[config.mk]
export PLATFORM = sky130hd
export DESIGN_NAME = spi_port
export DESIGN_NICKNAME = d
export VERILOG_FILES = /design/src/hw/spi_port.v
export VERILOG_INCLUDE_DIRS = /design/src /design/src/hw
export SDC_FILE = /design/constraint.sdc
export NUM_CORES = 1
export LEC_CHECK = 0
export ABC_CLOCK_PERIOD_IN_PS = 2550
export BUFFER_PORTS_ARGS = -buffer_cell sky130_fd_sc_hd__buf_4
export CORE_MARGIN = 2
export CORE_UTILIZATION = 54
export DETAILED_ROUTE_END_ITERATION = 8
export GPL_ROUTABILITY_DRIVEN = 1
export GPL_TIMING_DRIVEN = 0
export PLACE_DENSITY = 0.8
export SETUP_SLACK_MARGIN = 0.1
export SYNTH_ARGS = -nofsm -noshare
export SYNTH_HDL_FRONTEND = slang
export SYNTH_SLANG_ARGS = --single-unit
[constraint.sdc]
create_clock -name CLK_SYS -period 2.55 [get_ports CLK_SYS]
set_input_delay 0.51 -clock CLK_SYS [delete_from_list [all_inputs] [get_ports CLK_SYS]]
set_output_delay 0.51 -clock CLK_SYS [all_outputs]
set_load 0.01 [all_outputs]
[src/hw/spi_port_defs.vh]
// register map, field positions, control register reset value and timing counts of the serial port
// assumes an 8-bit register port and a 100 MHz system clock
`ifndef SPI_PORT_DEFS_VH
`define SPI_PORT_DEFS_VH

`define SPI_CTRL_OFS   8'h0d
`define SPI_STAT_OFS   8'h0e
`define SPI_DATA_OFS   8'h0f
`define SPI_EVT_OFS    8'h10
`define SPI_MASK_OFS   8'h11

`define SPI_CTRL_RST   8'h00
`define SPI_BIT_IRQEN  7
`define SPI_BIT_EN     6
`define SPI_BIT_LSB    5
`define SPI_BIT_MST    4
`define SPI_BIT_CLOCK_IDLE_POLARITY   3
`define SPI_BIT_CLOCK_SAMPLE_PHASE   2
`define SPI_BIT_DONE   7
`define SPI_BIT_WRITE_COLLISION_FLAG   6

`define SPI_EVT_DONE   0
`define SPI_EVT_WRITE_COLLISION_FLAG   1
`define SPI_EVT_FAULT  2

`define SPI_HALF_DIV4   7'h02
`define SPI_HALF_DIV16  7'h08
`define SPI_HALF_DIV64  7'h20
`define SPI_HALF_DIV128 7'h40
`define SPI_LAST_EDGE   5'h0f

`endif

[src/hw/spi_port.v]
// byte-wide serial port, master or slave, with register port and interrupt
// assumes all inputs synchronous to CLK_SYS; pins resolved outside from the enables
//
// The implementer's own choice: the address-and-strobe port.
`timescale 1ns/1ps
`default_nettype none
`include "spi_port_defs.vh"

module spi_port (
  input  wire       CLK_SYS,
  input  wire       RST,
  input  wire       CE,
  input  wire [7:0] ADDR,
  input  wire [7:0] WDATA,
  input  wire       WR,
  input  wire       RD,
  output wire [7:0] RDATA,
  input  wire       GIE,
  input  wire       VECTOR_ACK,
  output wire       IRQ,
  input  wire       SCK_I,
  output wire       SCK_O,
  output wire       SCK_OE,
  input  wire       MOSI_I,
  output wire       MOSI_O,
  output wire       MOSI_OE,
  input  wire       MISO_I,
  output wire       MISO_O,
  output wire       MISO_OE,
  input  wire       SS_N_I,
  input  wire       SS_IS_INPUT
);

  reg [7:0] ctrl_reg;
  reg       done_reg;
  reg       write_collision_flag_reg;
  reg       armed_reg;
  reg [2:0] evt_reg;
  reg [2:0] mask_reg;
  reg [7:0] rxbuf_reg;
  reg [7:0] shr_reg;
  reg       out_reg;
  reg [4:0] edge_reg;
  reg       busy_reg;
  reg [6:0] div_reg;
  reg       sck_reg;
  reg       sck_prev_reg;
  reg       sck_oe_reg;
  reg       mosi_oe_reg;
  reg       miso_oe_reg;
  reg [7:0] rdata_reg;
  reg       irq_reg;

  wire en  = ctrl_reg[`SPI_BIT_EN];
  wire mst = ctrl_reg[`SPI_BIT_MST];
  wire lsb = ctrl_reg[`SPI_BIT_LSB];
  wire clock_idle_polarity = ctrl_reg[`SPI_BIT_CLOCK_IDLE_POLARITY];
  wire clock_sample_phase = ctrl_reg[`SPI_BIT_CLOCK_SAMPLE_PHASE];

  reg [6:0] half;
  always @* begin
    case (ctrl_reg[1:0])
      2'b00:   half = `SPI_HALF_DIV4;
      2'b01:   half = `SPI_HALF_DIV16;
      2'b10:   half = `SPI_HALF_DIV64;
      2'b11:   half = `SPI_HALF_DIV128;
      default: half = `SPI_HALF_DIV4;
    endcase
  end

  // selected slave follows the far clock; unselected one never sees it
  wire slv_sel  = en & ~mst & ~SS_N_I;
  wire fault    = en & mst & SS_IS_INPUT & ~SS_N_I;
  wire m_tick   = busy_reg & mst & (div_reg == half - 7'h01);
  wire s_edge   = slv_sel & (SCK_I != sck_prev_reg);
  wire do_edge  = en & (m_tick | s_edge);
  wire sample   = (edge_reg[0] == clock_sample_phase);
  wire in_bit   = mst ? MISO_I : MOSI_I;
  wire [7:0] shr_shift = lsb ? {in_bit, shr_reg[7:1]} : {shr_reg[6:0], in_bit};
  wire first_bit = lsb ? WDATA[0] : WDATA[7];

  wire data_hit = (ADDR == `SPI_DATA_OFS);
  wire data_wr  = WR & data_hit;
  wire data_acc = (WR | RD) & data_hit;
  wire last     = do_edge & (edge_reg == `SPI_LAST_EDGE);

  always @(posedge CLK_SYS) begin
    if (RST) begin
      ctrl_reg     <= `SPI_CTRL_RST;
      done_reg     <= 1'b0;
      write_collision_flag_reg     <= 1'b0;
      armed_reg    <= 1'b0;
      evt_reg      <= 3'h0;
      mask_reg     <= 3'h0;
      rxbuf_reg    <= 8'h00;
      shr_reg      <= 8'h00;
      out_reg      <= 1'b0;
      edge_reg     <= 5'h00;
      busy_reg     <= 1'b0;
      div_reg      <= 7'h00;
      sck_reg      <= 1'b0;
      sck_prev_reg <= 1'b0;
      sck_oe_reg   <= 1'b0;
      mosi_oe_reg  <= 1'b0;
      miso_oe_reg  <= 1'b0;
      rdata_reg    <= 8'h00;
      irq_reg      <= 1'b0;
    end else if (CE) begin
      sck_prev_reg <= SCK_I;
      rdata_reg    <= 8'h00;

      // register reads
      if (RD) begin
        case (ADDR)
          `SPI_CTRL_OFS: rdata_reg <= ctrl_reg;
          `SPI_STAT_OFS: rdata_reg <= {done_reg, write_collision_flag_reg, 6'h00};
          `SPI_DATA_OFS: rdata_reg <= rxbuf_reg;
          `SPI_EVT_OFS:  rdata_reg <= {5'h00, evt_reg};
          `SPI_MASK_OFS: rdata_reg <= {5'h00, mask_reg};
          default:       rdata_reg <= 8'h00;
        endcase
      end

      // clear sequence: status read with a flag up, then any data access
      if (RD & (ADDR == `SPI_STAT_OFS) & (done_reg | write_collision_flag_reg))
        armed_reg <= 1'b1;
      if (data_acc & armed_reg) begin
        armed_reg <= 1'b0;
        done_reg  <= 1'b0;
        write_collision_flag_reg  <= 1'b0;
      end
      if (VECTOR_ACK)
        done_reg <= 1'b0;

      if (WR & (ADDR == `SPI_CTRL_OFS))
        ctrl_reg <= WDATA;
      if (WR & (ADDR == `SPI_MASK_OFS))
        mask_reg <= WDATA[2:0];

      // data write: refused while shifting, else loads the ring
      if (data_wr) begin
        if (busy_reg) begin
          write_collision_flag_reg <= 1'b1;
        end else begin
          shr_reg  <= WDATA;
          out_reg  <= first_bit;
          edge_reg <= 5'h00;
          if (en & mst) begin
            busy_reg <= 1'b1;
            div_reg  <= 7'h00;
          end
        end
      end

      // master clock generator
      if (busy_reg & mst) begin
        if (m_tick) begin
          div_reg <= 7'h00;
          sck_reg <= ~sck_reg;
        end else begin
          div_reg <= div_reg + 7'h01;
        end
      end else begin
        sck_reg <= clock_idle_polarity;
      end

      // shift engine shared by both modes
      if (do_edge) begin
        edge_reg <= edge_reg + 5'h01;
        if (~mst)
          busy_reg <= 1'b1;
        if (sample)
          shr_reg <= shr_shift;
        else
          out_reg <= lsb ? shr_reg[0] : shr_reg[7];
        if (last) begin
          busy_reg  <= 1'b0;
          edge_reg  <= 5'h00;
          rxbuf_reg <= sample ? shr_shift : shr_reg;
          done_reg  <= 1'b1;
        end
      end

      // slave deselected mid-byte: drop the partial transfer
      if (~mst & SS_N_I & busy_reg) begin
        busy_reg <= 1'b0;
        edge_reg <= 5'h00;
      end

      // mode fault wins over a software write of the control register
      if (fault) begin
        ctrl_reg[`SPI_BIT_MST] <= 1'b0;
        done_reg <= 1'b1;
        busy_reg <= 1'b0;
        edge_reg <= 5'h00;
      end

      // sticky event copies, write one to clear, a new event wins
      evt_reg <= (evt_reg & ~((WR & (ADDR == `SPI_EVT_OFS)) ? WDATA[2:0] : 3'h0))
               | {fault, data_wr & busy_reg, last};

      sck_oe_reg  <= en & mst & ~fault;
      mosi_oe_reg <= en & mst & ~fault;
      miso_oe_reg <= slv_sel;
      // global enable gates only the done request, the event mask path is separate
      irq_reg <= (done_reg & ctrl_reg[`SPI_BIT_IRQEN] & GIE) | (|(evt_reg & mask_reg));
    end
  end

  assign RDATA   = rdata_reg;
  assign IRQ     = irq_reg;
  assign SCK_O   = sck_reg;
  assign SCK_OE  = sck_oe_reg;
  assign MOSI_O  = out_reg;
  assign MOSI_OE = mosi_oe_reg;
  assign MISO_O  = out_reg;
  assign MISO_OE = miso_oe_reg;

endmodule // spi_port
`default_nettype wire

Yosys cells after proc, flatten, opt, wreduce, memory -nomap -nowiden
Index checks and enable logic that the tools add are counted.
{"block": "word_totals", "reg_bits": 60, "mem_bits_ro": 0, "ram_bits": 0, "output_inout_bits": 15, "n_memories": 0, "wordCells": 138, "latchBits": 0}
{"block": "op_classes", "n_lt_le_gt_ge": 0, "mul": 0, "n_shift": 0, "reduce_logical": 15, "n_div": 0, "mux": 50, "eq_ne": 15, "addsub": 3, "bitwise": 36}
{"operator": "$mux 8", "count": 7}
{"operator": "$pmux 8 s5", "count": 1}
{"operator": "$mux 5", "count": 7}
{"operator": "$mux 7", "count": 5}
{"operator": "$mux 1", "count": 28}
{"operator": "$pmux 7 s4", "count": 1}
{"operator": "$and 1x1->1", "count": 24}
{"operator": "$eq 8x4->1 const B", "count": 3}
{"operator": "$eq 8x5->1 const B", "count": 2}
{"operator": "$reduce_and 2->1", "count": 5}
{"operator": "$reduce_bool 2->1", "count": 4}
{"operator": "$add 7x1->7 const B", "count": 1}
{"operator": "$eq 7x7->1", "count": 1}
{"operator": "$sub 7x1->7 const B", "count": 1}
{"operator": "$and 3x3->3", "count": 2}
{"operator": "$reduce_and 3->1", "count": 2}
{"operator": "$add 5x1->5 const B", "count": 1}
{"operator": "$eq 5x4->1 const B", "count": 1}
{"operator": "$eq 2x2->1 const B", "count": 2}
{"operator": "$ne 4x1->1 const B", "count": 1}
{"operator": "$not 1->1", "count": 4}
{"operator": "$or 1x1->1", "count": 4}
{"operator": "$reduce_and 4->1", "count": 1}
{"operator": "$reduce_bool 4->1", "count": 1}
{"operator": "other kinds (10)", "count": 10}

Logic depth before layout (Yosys ltp)
Gate-level depths: netlist of run 1.
{"block": "logic_depth", "ltp_word": 12, "ltp_mapped": 9, "ltp_nobuf": 7}

Least setup slack after synthesis of run 1
Ideal clock, no wire load.
{"block": "synth_timing", "path_type": "register to register", "startpoint": "register ctrl_reg[0]", "endpoint": "register edge_reg[0]", "path_stages_with_launch": 9, "slack_ns": 0.243, "t_arrival_ns": 2.248, "path_cell_list": "dfxtp_1 > or2_2 > ha_1 > xor2_1 > o2111ai_2 > o31a_1 > buf_6 > nor4_4 > mux2_4"}
{"block": "synth_between", "elab_chain_cells": 12}
{"element": "start, declared", "line_no": "spi_port.v:34", "rtl": "reg [7:0] ctrl_reg;"}
{"element": "start signal, assigned", "line_no": "spi_port.v:89", "rtl": "ctrl_reg <= `SPI_CTRL_RST;"}
{"element": "$eq 2x2->1 (tied with other cells)", "line_no": "spi_port.v:62", "rtl": "case (ctrl_reg[1:0])"}
{"element": "$pmux 7 s4 *", "line_no": "spi_port.v:62"}
{"element": "$sub 7x1->7 *", "line_no": "spi_port.v:74", "rtl": "wire m_tick = busy_reg & mst & (div_reg == half - 7'h01);"}
{"element": "$eq 7x7->1 *", "line_no": "spi_port.v:74"}
{"element": "$and 1x1->1 *", "line_no": "spi_port.v:74"}
{"element": "$or 1x1->1 *", "line_no": "spi_port.v:76", "rtl": "wire do_edge = en & (m_tick | s_edge);"}
{"element": "$and 1x1->1 *", "line_no": "spi_port.v:76"}
{"element": "$and 1x1->1", "line_no": "spi_port.v:85", "rtl": "wire last = do_edge & (edge_reg == `SPI_LAST_EDGE);"}
{"element": "$mux 5", "line_no": "spi_port.v:176", "rtl": "if (last) begin"}
{"element": "$mux 5", "line_no": "spi_port.v:168", "rtl": "if (do_edge) begin"}
{"element": "$mux 5", "line_no": "spi_port.v:185", "rtl": "if (~mst & SS_N_I & busy_reg) begin"}
{"element": "$mux 5", "line_no": "spi_port.v:191", "rtl": "if (fault) begin"}
{"element": "end signal, assigned", "line_no": "spi_port.v:169", "rtl": "edge_reg <= edge_reg + 5'h01;"}
{"element": "end, declared", "line_no": "spi_port.v:43", "rtl": "reg [4:0] edge_reg;"}
Mark *: on every way between the ends. The rest lies on a longest branch, timed or not. The select of a mux whose other input is x is not followed.
A chain may end at the register's enable or synchronous reset.

Worst setup path after layout of run 1
{"block": "layout_timing", "startpoint": "register ctrl_reg[0]", "endpoint": "register rxbuf_reg[4]"}
{"block": "layout_between", "elab_chain_cells": 9}
{"element": "$eq 2x2->1 (tied with other cells)", "line_no": "spi_port.v:62"}
{"element": "$pmux 7 s4 *", "line_no": "spi_port.v:62"}
{"element": "$sub 7x1->7 *", "line_no": "spi_port.v:74"}
{"element": "$eq 7x7->1 *", "line_no": "spi_port.v:74"}
{"element": "$and 1x1->1 *", "line_no": "spi_port.v:74"}
{"element": "$or 1x1->1 *", "line_no": "spi_port.v:76"}
{"element": "$and 1x1->1 *", "line_no": "spi_port.v:76"}
{"element": "$and 1x1->1", "line_no": "spi_port.v:85"}
{"element": "$reduce_and 3->1 (no line) *"}
{"element": "end signal, assigned", "line_no": "spi_port.v:179", "rtl": "rxbuf_reg <= sample ? shr_shift : shr_reg;"}
{"element": "end, declared", "line_no": "spi_port.v:40", "rtl": "reg [7:0] rxbuf_reg;"}
Marks and branches as above.

==> results.md, run 1 <==
- Status: finished, violations left
- Failing checks: design-rule violations
- DR DRC count: 1
- # placed instances: 484
- Crit Path Max Fanout: 8
- Area Overhead vs Synth: 21.09%
- Slew Limit Fails: 0
- Most frequent cells in the layout: dfxtp_1 (58), buf_4 (44), nor2_1 (37)
- Remaining Overflow, GRT: 0
- Drt pass-1 iters: 9
- Unrepaired setup endpoints after global routing: true
- Initial Utilization: 55.60%
- Mean Syn Cell Area: 8.873 µm²
- Fin crit period: 2.449 ns
- GR Util All Layers: 27.31%
- Die Area: 6736 µm²
- Max VDD drop: 0.0003401 V
- Slew @ Worst Pin: 0.6268 ns
- Crit-path cells: or2b_1, ha_4, xor2_4, o2111ai_4, o31a_1, buf_6, buf_8, o211ai_1, o41ai_2
- Critical Path Sink Type: flip-flop
- First-pass GRT wire length: 13.68 mm
- Vias after detailed routing: 3,148
- Critical path buffer and inverter count: 2
- Final wirelength: 8.950 mm
- Leak: 0.001564 µW
- Largest net degree at the start of global routing: 11
- Row count: 28
- TritonCTS clock tree: yes
- Hpwl dp: 6.329 mm
- Total Power: 1842 µW
- FF-to-FF Start: ctrl_reg[0]
- Kind of critical path: flip-flop to flip-flop
- Deepest clock path buffer count: 2
- Vias in the first global route: 2,758
- Async set-reset flop share out of synthesis: 0%
- Synth top area cells: dfxtp_1 (36%), mux2i_1 (9.7%), a22o_1 (4.3%)
- Worst path slowest cell: dfxtp_4
- Die width: 82.08 µm
- Power per Cell Area: 462.1 nW/µm²
- Hold Path Sink: ctrl_reg[7]
- Skew-Pair Late Insertion Delay: 0.35 ns
- Syn_nets: 403
- Drt initial violations: 271
- FF-to-FF setup slack: 0.10 ns
- Core area: 5921 µm²
- Critical Path AT: 2.66 ns
- Finish-stage setup viols: 0
- Number of H-tree levels: 3
- CP required: 2.76 ns
- Synth cell types: 59
- Slowest Stage Delay on Critical Path: 0.39 ns
- Post-synthesis cell count: 371
- Clock skew: 0.01308 ns
- Fillers: 477
- Most common cell after layout, fill and taps aside: dfxtp_1
- Fmax: 0.4084 GHz
- Sequential area share after synthesis: 36.49%
- Via density: 6.258
- Finished Layout Cells: 503
- Clk pin slew, worst setup/hold paths: 0.07 ns
- Worst min-delay path startpoint: WDATA[7]
- CP Launch Type: flip-flop
- Ports: 43
- Num CTS Buffers: 9
- Wire length per cell: 17.79 µm
- Post-CTS Hold Buffers: 0
- Synthesized flop and latch total: 60
- Worst relative slew slack: 58.21%
- Cell family with most CP delay: compound AO/OA/AOI/OAI gates
- Fraction of layout cells with a size suffix above 1: 21.03%
- Area share of the largest cell type after synthesis: 36.49%
- Initial antenna violation count: 0
- Max_cap viols: 0
- Hold path cells: 3
- Final Hold Fails: 0
- # diodes: 0
- Sink Count: 60
- Post-DRT Antenna Nets: 0
- Global placement routability congestion: 0.8900
- Worst reg2reg path depth: 9
- Die Y: 82.08 µm
- Worst hold path class: input port to flip-flop
- Area leader, netlist: dfxtp_1
- Mapped Area: 3292 µm²
- Nets: 456
- Ys flop type: dfxtp_1
- YS warnings: 0
- Root Buffer: clkbuf_8
- Post-synth EDFFs: 0
- Port Buffers: 38
- Final clock period utilization by the worst path: 96.02%
- Worst r2r dst: rxbuf_reg[4]
-- tightest hold or removal path, stage by stage --
cell     delay (ns)
buf_4          0.09
mux2i_1        0.06
nor2_1         0.07
-- kinds of logic after synthesis --
group / Yosys count / synth area share (%)
compound gates: 112 / 25.01
xor+xnor: 7 / 1.862
fa+ha+maj: 4 / 1.520
buf+inv: 36 / 4.865
flops: 60 / 36.49
mux: 36 / 11.21
simple gates: 116 / 19.04
-- worst max-delay path by stage --
stage	start	to	slack, ns	cells past startpoint
3_3_place_gp	ctrl_reg[0]	edge_reg[0]	-0.005	8
2_1_floorplan	ctrl_reg[0]	edge_reg[0]	0.24	8
5_1_grt	ctrl_reg[0]	rxbuf_reg[4]	0.03	9
3_5_place_dp	ctrl_reg[0]	rxbuf_reg[3]	-0.05	7
4_1_cts	ctrl_reg[0]	rxbuf_reg[1]	0.12	7
6_report	ctrl_reg[0]	rxbuf_reg[4]	0.10	9
-- layer usage --
layer / vias to the layer above / share of wire [%] / global-route usage [%]
met2: 142 / 47 / 43.25
met1: 1480 / 43 / 35.42
met4: 0 / 2.5 / 11.83
met3: 25 / 7.8 / 6.484
li1: 1501 / - / -
met5: - / 0 / 0
-- metrics by stage --
step	worst slack, ns	utilization (%)	TNS (ns)	hold WS (ns)	instance area (µm²)
global placement	-0.005282	62.00	-0.005282	0.4456	3671
finish	0.1014	67.33	0	0.4110	3986
floorplan	0.2431	-	0	0.4335	3292
detailed placement	-0.05017	62.00	-0.2711	0.4612	3671
CTS	0.1237	66.12	0	0.4093	3915
global route	0.02535	67.33	0	0.4175	3986
-- final cells by class --
| class | instances | area [µm²] | area share (%) |
|---|---|---|---|
| Multi-Input combinational cell | 275 | 2004 | 50.28 |
| Sequential cell | 60 | 1206 | 30.26 |
| Timing Repair Buffer | 42 | 332.8 | 8.349 |
| Clock buffer | 11 | 151.4 | 3.798 |
| Buffer | 26 | 135.1 | 3.390 |
| Tap cell | 75 | 93.84 | 2.354 |
| Inverter | 10 | 37.54 | 0.9416 |
| Clock inverter | 4 | 25.02 | 0.6277 |
-- synthesized netlist by cell type, types with 3 or more instances --
cell       number
buf_2           5
buf_4           3
or3_1           3
a21oi_1        19
o41ai_1         7
a31o_2          3
inv_1          10
buf_1           3
ha_1            4
and3_1          3
a2bb2oi_1       3
mux2_2          3
nor2b_1        10
nand3b_1        4
a211oi_1       12
o211ai_1        6
xnor2_1         3
dfxtp_1        60
nand3_1        13
mux2i_1        32
a31oi_1         4
xor2_1          4
nor3_1          6
nand2_1        20
a221o_1         3
clkbuf_1       14
nand4b_1        5
nor2_1         37
o21ai_0        19
a22o_1         16
-- what timing repair did --
item	4_1_cts	5_1_grt
endpoints found under the setup margin	23	23
gates resized for setup	10	8
pin swaps	4	4
buffers inserted	1	2
cloned	0	1
-- power breakdown --
part	leakage (µW)	total [µW]	internal, µW	switching [µW]
combinational	0.000992	119	45.5	73.1
sequential	0.000485	939	938	1.73
clock	0.0000872	784	396	388
total	0.00156	1840	1380	463
Note: power is estimated with default switching activity, not from simulation.
==> run 2: changes to the inputs <==
--- a/config.mk
+++ b/config.mk
@@ -8,12 +8,12 @@
 export LEC_CHECK = 0
 export ABC_CLOCK_PERIOD_IN_PS = 2550
 export BUFFER_PORTS_ARGS = -buffer_cell sky130_fd_sc_hd__buf_4
-export CORE_MARGIN = 2
 export CORE_UTILIZATION = 54
 export DETAILED_ROUTE_END_ITERATION = 8
 export GPL_ROUTABILITY_DRIVEN = 1
 export GPL_TIMING_DRIVEN = 0
 export PLACE_DENSITY = 0.8
+export RECOVER_POWER = 100
 export SETUP_SLACK_MARGIN = 0.1
 export SYNTH_ARGS = -nofsm -noshare
 export SYNTH_HDL_FRONTEND = slang
==> results.md, run 2 (synthesis results as in run 1) <==
- Critical Path Sink Type: flip-flop
- Placed cell area: 3671 µm²
- Global placement routability congestion: 0.8968
- Largest net degree at the start of global routing: 11
- Max_cap viols: 0
- Most frequent cells in the layout: dfxtp_1 (58), nor2_1 (37), clkbuf_1 (34)
- Setup ws final: 0.1233 ns
- Fin crit period: 2.427 ns
- FF-to-FF setup slack: 0.12 ns
- Cell family with most CP delay: compound AO/OA/AOI/OAI gates
- FF-to-FF Start: ctrl_reg[0]
- Drt initial violations: 317
- Ports: 43
- Total Power: 2088 µW
- Most common cell after layout, fill and taps aside: dfxtp_1
- Worst path slowest cell: dfxtp_4
- Die Y: 80.08 µm
- Power per Cell Area: 527.2 nW/µm²
- Fmax: 0.4121 GHz
- Final Hold Fails: 0
- Final wirelength: 9.077 mm
- Vias after detailed routing: 3,257
- Num CTS Buffers: 9
- Deepest clock path buffer count: 2
- Hpwl dp: 6.269 mm
- Worst r2r dst: rxbuf_reg[6]
- Clock skew: 0.01525 ns
- WHS: 0.4099 ns
- DR DRC count: 0
- Max VDD drop: 0.0003393 V
- Worst hold path class: input port to flip-flop
- Sw Share: 21.99%
- Pre-CTS WS: -0.05685 ns
- Row count: 28
- Crit. path cell count: 9
- Worst setup path endpoint: rxbuf_reg[6]
- Initial antenna violation count: 0
- Leak: 0.001526 µW
- Clock network fraction of design power: 49.4%
- Critical Path AT: 2.64 ns
- GR Util All Layers: 28.76%
- Fillers: 481
- Nets: 458
- Wire length per cell: 17.94 µm
- Skew-Pair Late Insertion Delay: 0.35 ns
- Via density: 6.437
- Status: completed
- Area occupied by multi-input gates: 1984 µm²
- Core area: 5886 µm²
- Crit-path cells: or2b_1, ha_4, xor2_4, o2111ai_2, o31a_1, buf_6, buf_6, o211ai_1, o41ai_2
- Slew @ Worst Pin: 0.6942 ns
- Int Pwr: 1629 µW
- Net Sw Power: 459.1 µW
- Die Area: 6412 µm²
- Cell mode on critical path: buf_6
- Fin area: 3961 µm²
- Number of H-tree levels: 3
- Unrepaired setup endpoints after global routing: true
- First-pass GRT wire length: 14.08 mm
- Port Buffers: 38
- Area Overhead vs Synth: 20.33%
- CP Launch Type: flip-flop
- Post-DRT Antenna Nets: 0
- Drt pass-1 iters: 5
- Kind of critical path: flip-flop to flip-flop
- Critical path buffer and inverter count: 2
- Clk pin slew, worst setup/hold paths: 0.08 ns
- TritonCTS clock tree: yes
- Initial Utilization: 55.93%
- Worst reg2reg path depth: 9
- Final clock period utilization by the worst path: 95.16%
- Crit Path Max Fanout: 7
- FF/Latch Area: 1206 µm²
- Worst relative slew slack: 53.72%
- # diodes: 0
- Die width: 80.08 µm
- Setup crit start: ctrl_reg[0]
- Logic pwr share: 5.6%
- Vias in the first global route: 2,843
- Root Buffer: clkbuf_8
- Remaining Overflow, GRT: 0
- Slew Limit Fails: 0
- Slowest Stage Delay on Critical Path: 0.40 ns
- Flop pwr share: 45.0%
- Fraction of layout cells with a size suffix above 1: 17.17%
- Sink Count: 60
- Finish-stage setup viols: 0
- CP required: 2.76 ns
run 2: changes by cell type in the layout (fill, tap and decap cells not counted), moves of 2 or more:
| cell | delta |
|---|---|
| clkbuf_1 | +20 |
| buf_4 | -14 |
| buf_1 | -3 |
| bufinv_16 | +3 |
| clkbuf_4 | +3 |
| clkbuf_8 | -2 |
| clkinvlp_4 | -2 |
| o21ai_0 | +2 |
| o21ai_1 | -2 |
run 2: layer usage:
| metal | wire (µm) | track usage [%] | up-vias |
|---|---|---|---|
| li1 | - | - | 1502 |
| met1 | 3945 | 38.85 | 1559 |
| met2 | 4195 | 45.64 | 177 |
| met3 | 786 | 5.795 | 19 |
| met4 | 150 | 9.643 | 0 |
| met5 | 0 | 0 | - |
run 2: what timing repair did:
action,4_1_cts,5_1_grt
pin swaps,4,5
endpoints found under the setup margin,23,24
setup buffers,2,3
hold buffers,0,0
gates cloned,0,1
resized for setup,6,9
run 2: cell type report:
type	instances	share of cell area [%]
multi-input combinational	275	50.09
sequential	60	30.45
timing repair buffer	44	7.044
clock buffer	11	3.316
buffer	26	3.253
clock inverter	5	2.527
tap	75	2.369
inverter	10	0.9476
run 2: worst reg2reg max path: cells and delay by family (launching register included):
family	cells	cell delay, ns
AO/OA/AOI/OAI	4	0.90
XOR/XNOR	1	0.16
adder cells (fa/ha/maj)	1	0.30
buffers and inverters	2	0.28
flip-flops	1	0.40
AND/OR/NAND/NOR	1	0.28
run 2: power groups by stage:
stage	Sequential, µW	Clock (µW)	Combinational, µW
floorplan	961	0	56.8
global placement	961	0	112
detailed placement	961	0	115
finish	939	1030	118
CTS	939	1030	116
global route	939	1080	126
run 2: per-stage QoR:
stage / util [%] / instances / setup TNS, ns
final: 67.30 / 506 / 0
after global routing: 67.30 / 506 / 0
after CTS: 66.96 / 502 / 0
after detailed placement: 62.37 / 484 / -0.2925
after global placement: 62.37 / 484 / -0.04957
after floorplan: - / 371 / 0
run 2: how the worst min path moves through the flow:
stage                   end          from  depth (start not counted)
3_5_place_dp    edge_reg[4]   edge_reg[4]                          1
3_3_place_gp   rxbuf_reg[7]  rxbuf_reg[7]                          2
6_report       sck_prev_reg         SCK_I                          3
2_1_floorplan  rxbuf_reg[7]  rxbuf_reg[7]                          2
4_1_cts         ctrl_reg[5]      WDATA[5]                          3
5_1_grt         ctrl_reg[6]      WDATA[6]                          3
==> run 3: changes to the inputs <==
--- a/config.mk
+++ b/config.mk
@@ -6,8 +6,8 @@
 export SDC_FILE = /design/constraint.sdc
 export NUM_CORES = 1
 export LEC_CHECK = 0
-export ABC_CLOCK_PERIOD_IN_PS = 2550
-export BUFFER_PORTS_ARGS = -buffer_cell sky130_fd_sc_hd__buf_4
+export ABC_CLOCK_PERIOD_IN_PS = 3010
+export BUFFER_PORTS_ARGS = -buffer_cell sky130_fd_sc_hd__buf_2
 export CORE_UTILIZATION = 54
 export DETAILED_ROUTE_END_ITERATION = 8
 export GPL_ROUTABILITY_DRIVEN = 1
==> constraint.sdc (replaced) <==
create_clock -name CLK_SYS -period 3.01 [get_ports CLK_SYS]
set_input_delay 0.602 -clock CLK_SYS [delete_from_list [all_inputs] [get_ports CLK_SYS]]
set_output_delay 0.602 -clock CLK_SYS [all_outputs]
set_load 0.01 [all_outputs]
==> results.md, run 3 (synthesis results as in run 1) <==
- Status: completed
- Fin crit period: 2.798 ns
- Post-CTS Hold Buffers: 0
- Fmax: 0.3574 GHz
- Critical Path Sink Type: flip-flop
- Kind of critical path: flip-flop to flip-flop
- Skew-Pair Late Insertion Delay: 0.34 ns
- Clock skew: 0.007966 ns
- Vias after detailed routing: 3,117
- Leak: 0.001421 µW
- Core area: 5886 µm²
- Row count: 28
- Finished Layout Cells: 499
- Global placement routability congestion: 0.8939
- Max_cap viols: 0
- Drt initial violations: 299
- Largest net degree at the start of global routing: 11
- Power per Cell Area: 413.1 nW/µm²
- Area Overhead vs Synth: 12.43%
- Fraction of layout cells with a size suffix above 1: 13.44%
- Worst hold path class: flip-flop to flip-flop
- Max VDD drop: 0.0002990 V
- Total Power: 1529 µW
- Initial antenna violation count: 0
- Clk pin slew, worst setup/hold paths: 0.07 ns
- Final wirelength: 8.575 mm
- Slew Limit Fails: 0
- Nets: 452
- Unrepaired setup endpoints after global routing: false
- GR Util All Layers: 28.71%
- Slew @ Worst Pin: 0.6969 ns
- Vias in the first global route: 2,820
- TritonCTS clock tree: yes
- # placed instances: 484
- Most frequent cells in the layout: dfxtp_1 (60), nor2_1 (37), clkbuf_1 (36)
- Post-DRT Antenna Nets: 0
- Fillers: 546
- Initial Utilization: 55.93%
- Crit Path Max Fanout: 10
- First-pass GRT wire length: 13.96 mm
- WHS: 0.4628 ns
- Critical Path AT: 3.01 ns
- Hpwl dp: 6.258 mm
- DR DRC count: 0
- CP Launch Type: flip-flop
- Ports: 43
- Die Y: 80.08 µm
- Final clock period utilization by the worst path: 92.96%
- Port Buffers: 38
- Via density: 6.246
- Wire length per cell: 17.18 µm
- Number of H-tree levels: 3
- # diodes: 0
- Finish-stage setup viols: 0
- Sink Count: 60
- Most common cell after layout, fill and taps aside: dfxtp_1
- Num CTS Buffers: 9
- Drt pass-1 iters: 6
- Resized cells post-CTS: 0
- Die width: 80.08 µm
- Post-CTS Setup Bufs: 0
- Die Area: 6412 µm²
- Worst relative slew slack: 53.54%
- Root Buffer: clkbuf_8
- CP required: 3.22 ns
- Setup TNS: 0 ns
- Deepest clock path buffer count: 2
- Remaining Overflow, GRT: 0
- Final Hold Fails: 0
==> run 3: changes by cell type in the layout (fill, tap and decap cells not counted), sizes merged <==
cell	previous run	this run
buf	34	28
bufinv	3	0
clkbuf	47	49
==> run 3: through the flow <==
step / setup WS, ns / util [%] / instance area (µm²)
6_report: 0.2119 / 62.88 / 3701
5_1_grt: 0.1082 / 62.88 / 3701
4_1_cts: 0.3371 / 63.63 / 3745
3_5_place_dp: 0.3865 / 60.76 / 3576
3_3_place_gp: 0.4381 / 60.76 / 3576
2_1_floorplan: 0.7031 / - / 3292
==> run 3: where the power goes <==
group	switching, µW	leakage, µW	internal [µW]
registers	1.10	0.000483	795
clock network	306	0.0000893	337
logic	60.0	0.000848	29.3
==> run 3: path summary, 6_finish.rpt <==
check / startpoint / to / slack [ns] / depth (start not counted)
max: ctrl_reg[0] / rxbuf_reg[4] / 0.21 / 9
min: rxbuf_reg[7] / rxbuf_reg[7] / 0.46 / 2
max reg2reg: ctrl_reg[0] / rxbuf_reg[4] / 0.21 / 9
min reg2reg: rxbuf_reg[7] / rxbuf_reg[7] / 0.46 / 2
==> run 3: cell type report <==
type / instances / area [µm²] / share of cell area [%]
well taps: 75 / 93.84 / 2.535
clock buffers: 13 / 158.9 / 4.293
flip-flops and latches: 60 / 1201 / 32.45
inverters: 10 / 37.54 / 1.014
multi-input cells: 275 / 1908 / 51.56
clock inverters: 2 / 10.01 / 0.2705
plain buffers: 26 / 118.9 / 3.212
repair buffers: 38 / 172.7 / 4.665
==> run 3: routing by layer <==
| metal | wire (µm) | vias up | GRT usage (%) |
|---|---|---|---|
| met4 | 157 | 0 | 9.821 |
| met3 | 520 | 16 | 6.250 |
| li1 | - | 1498 | - |
| met2 | 3851 | 117 | 44.79 |
| met1 | 4046 | 1486 | 39.06 |
| met5 | 0 | - | 0 |
==> run 3: worst max-delay path, stage by stage (launching register included) <==
cell and delay (ns):
dfxtp_1 0.52, or2b_1 0.26, ha_1 0.29, xor2_1 0.24, o2111ai_1 0.24, o31a_1 0.36, buf_6 0.15, clkbuf_1 0.22
o211ai_1 0.26, o41ai_1 0.11
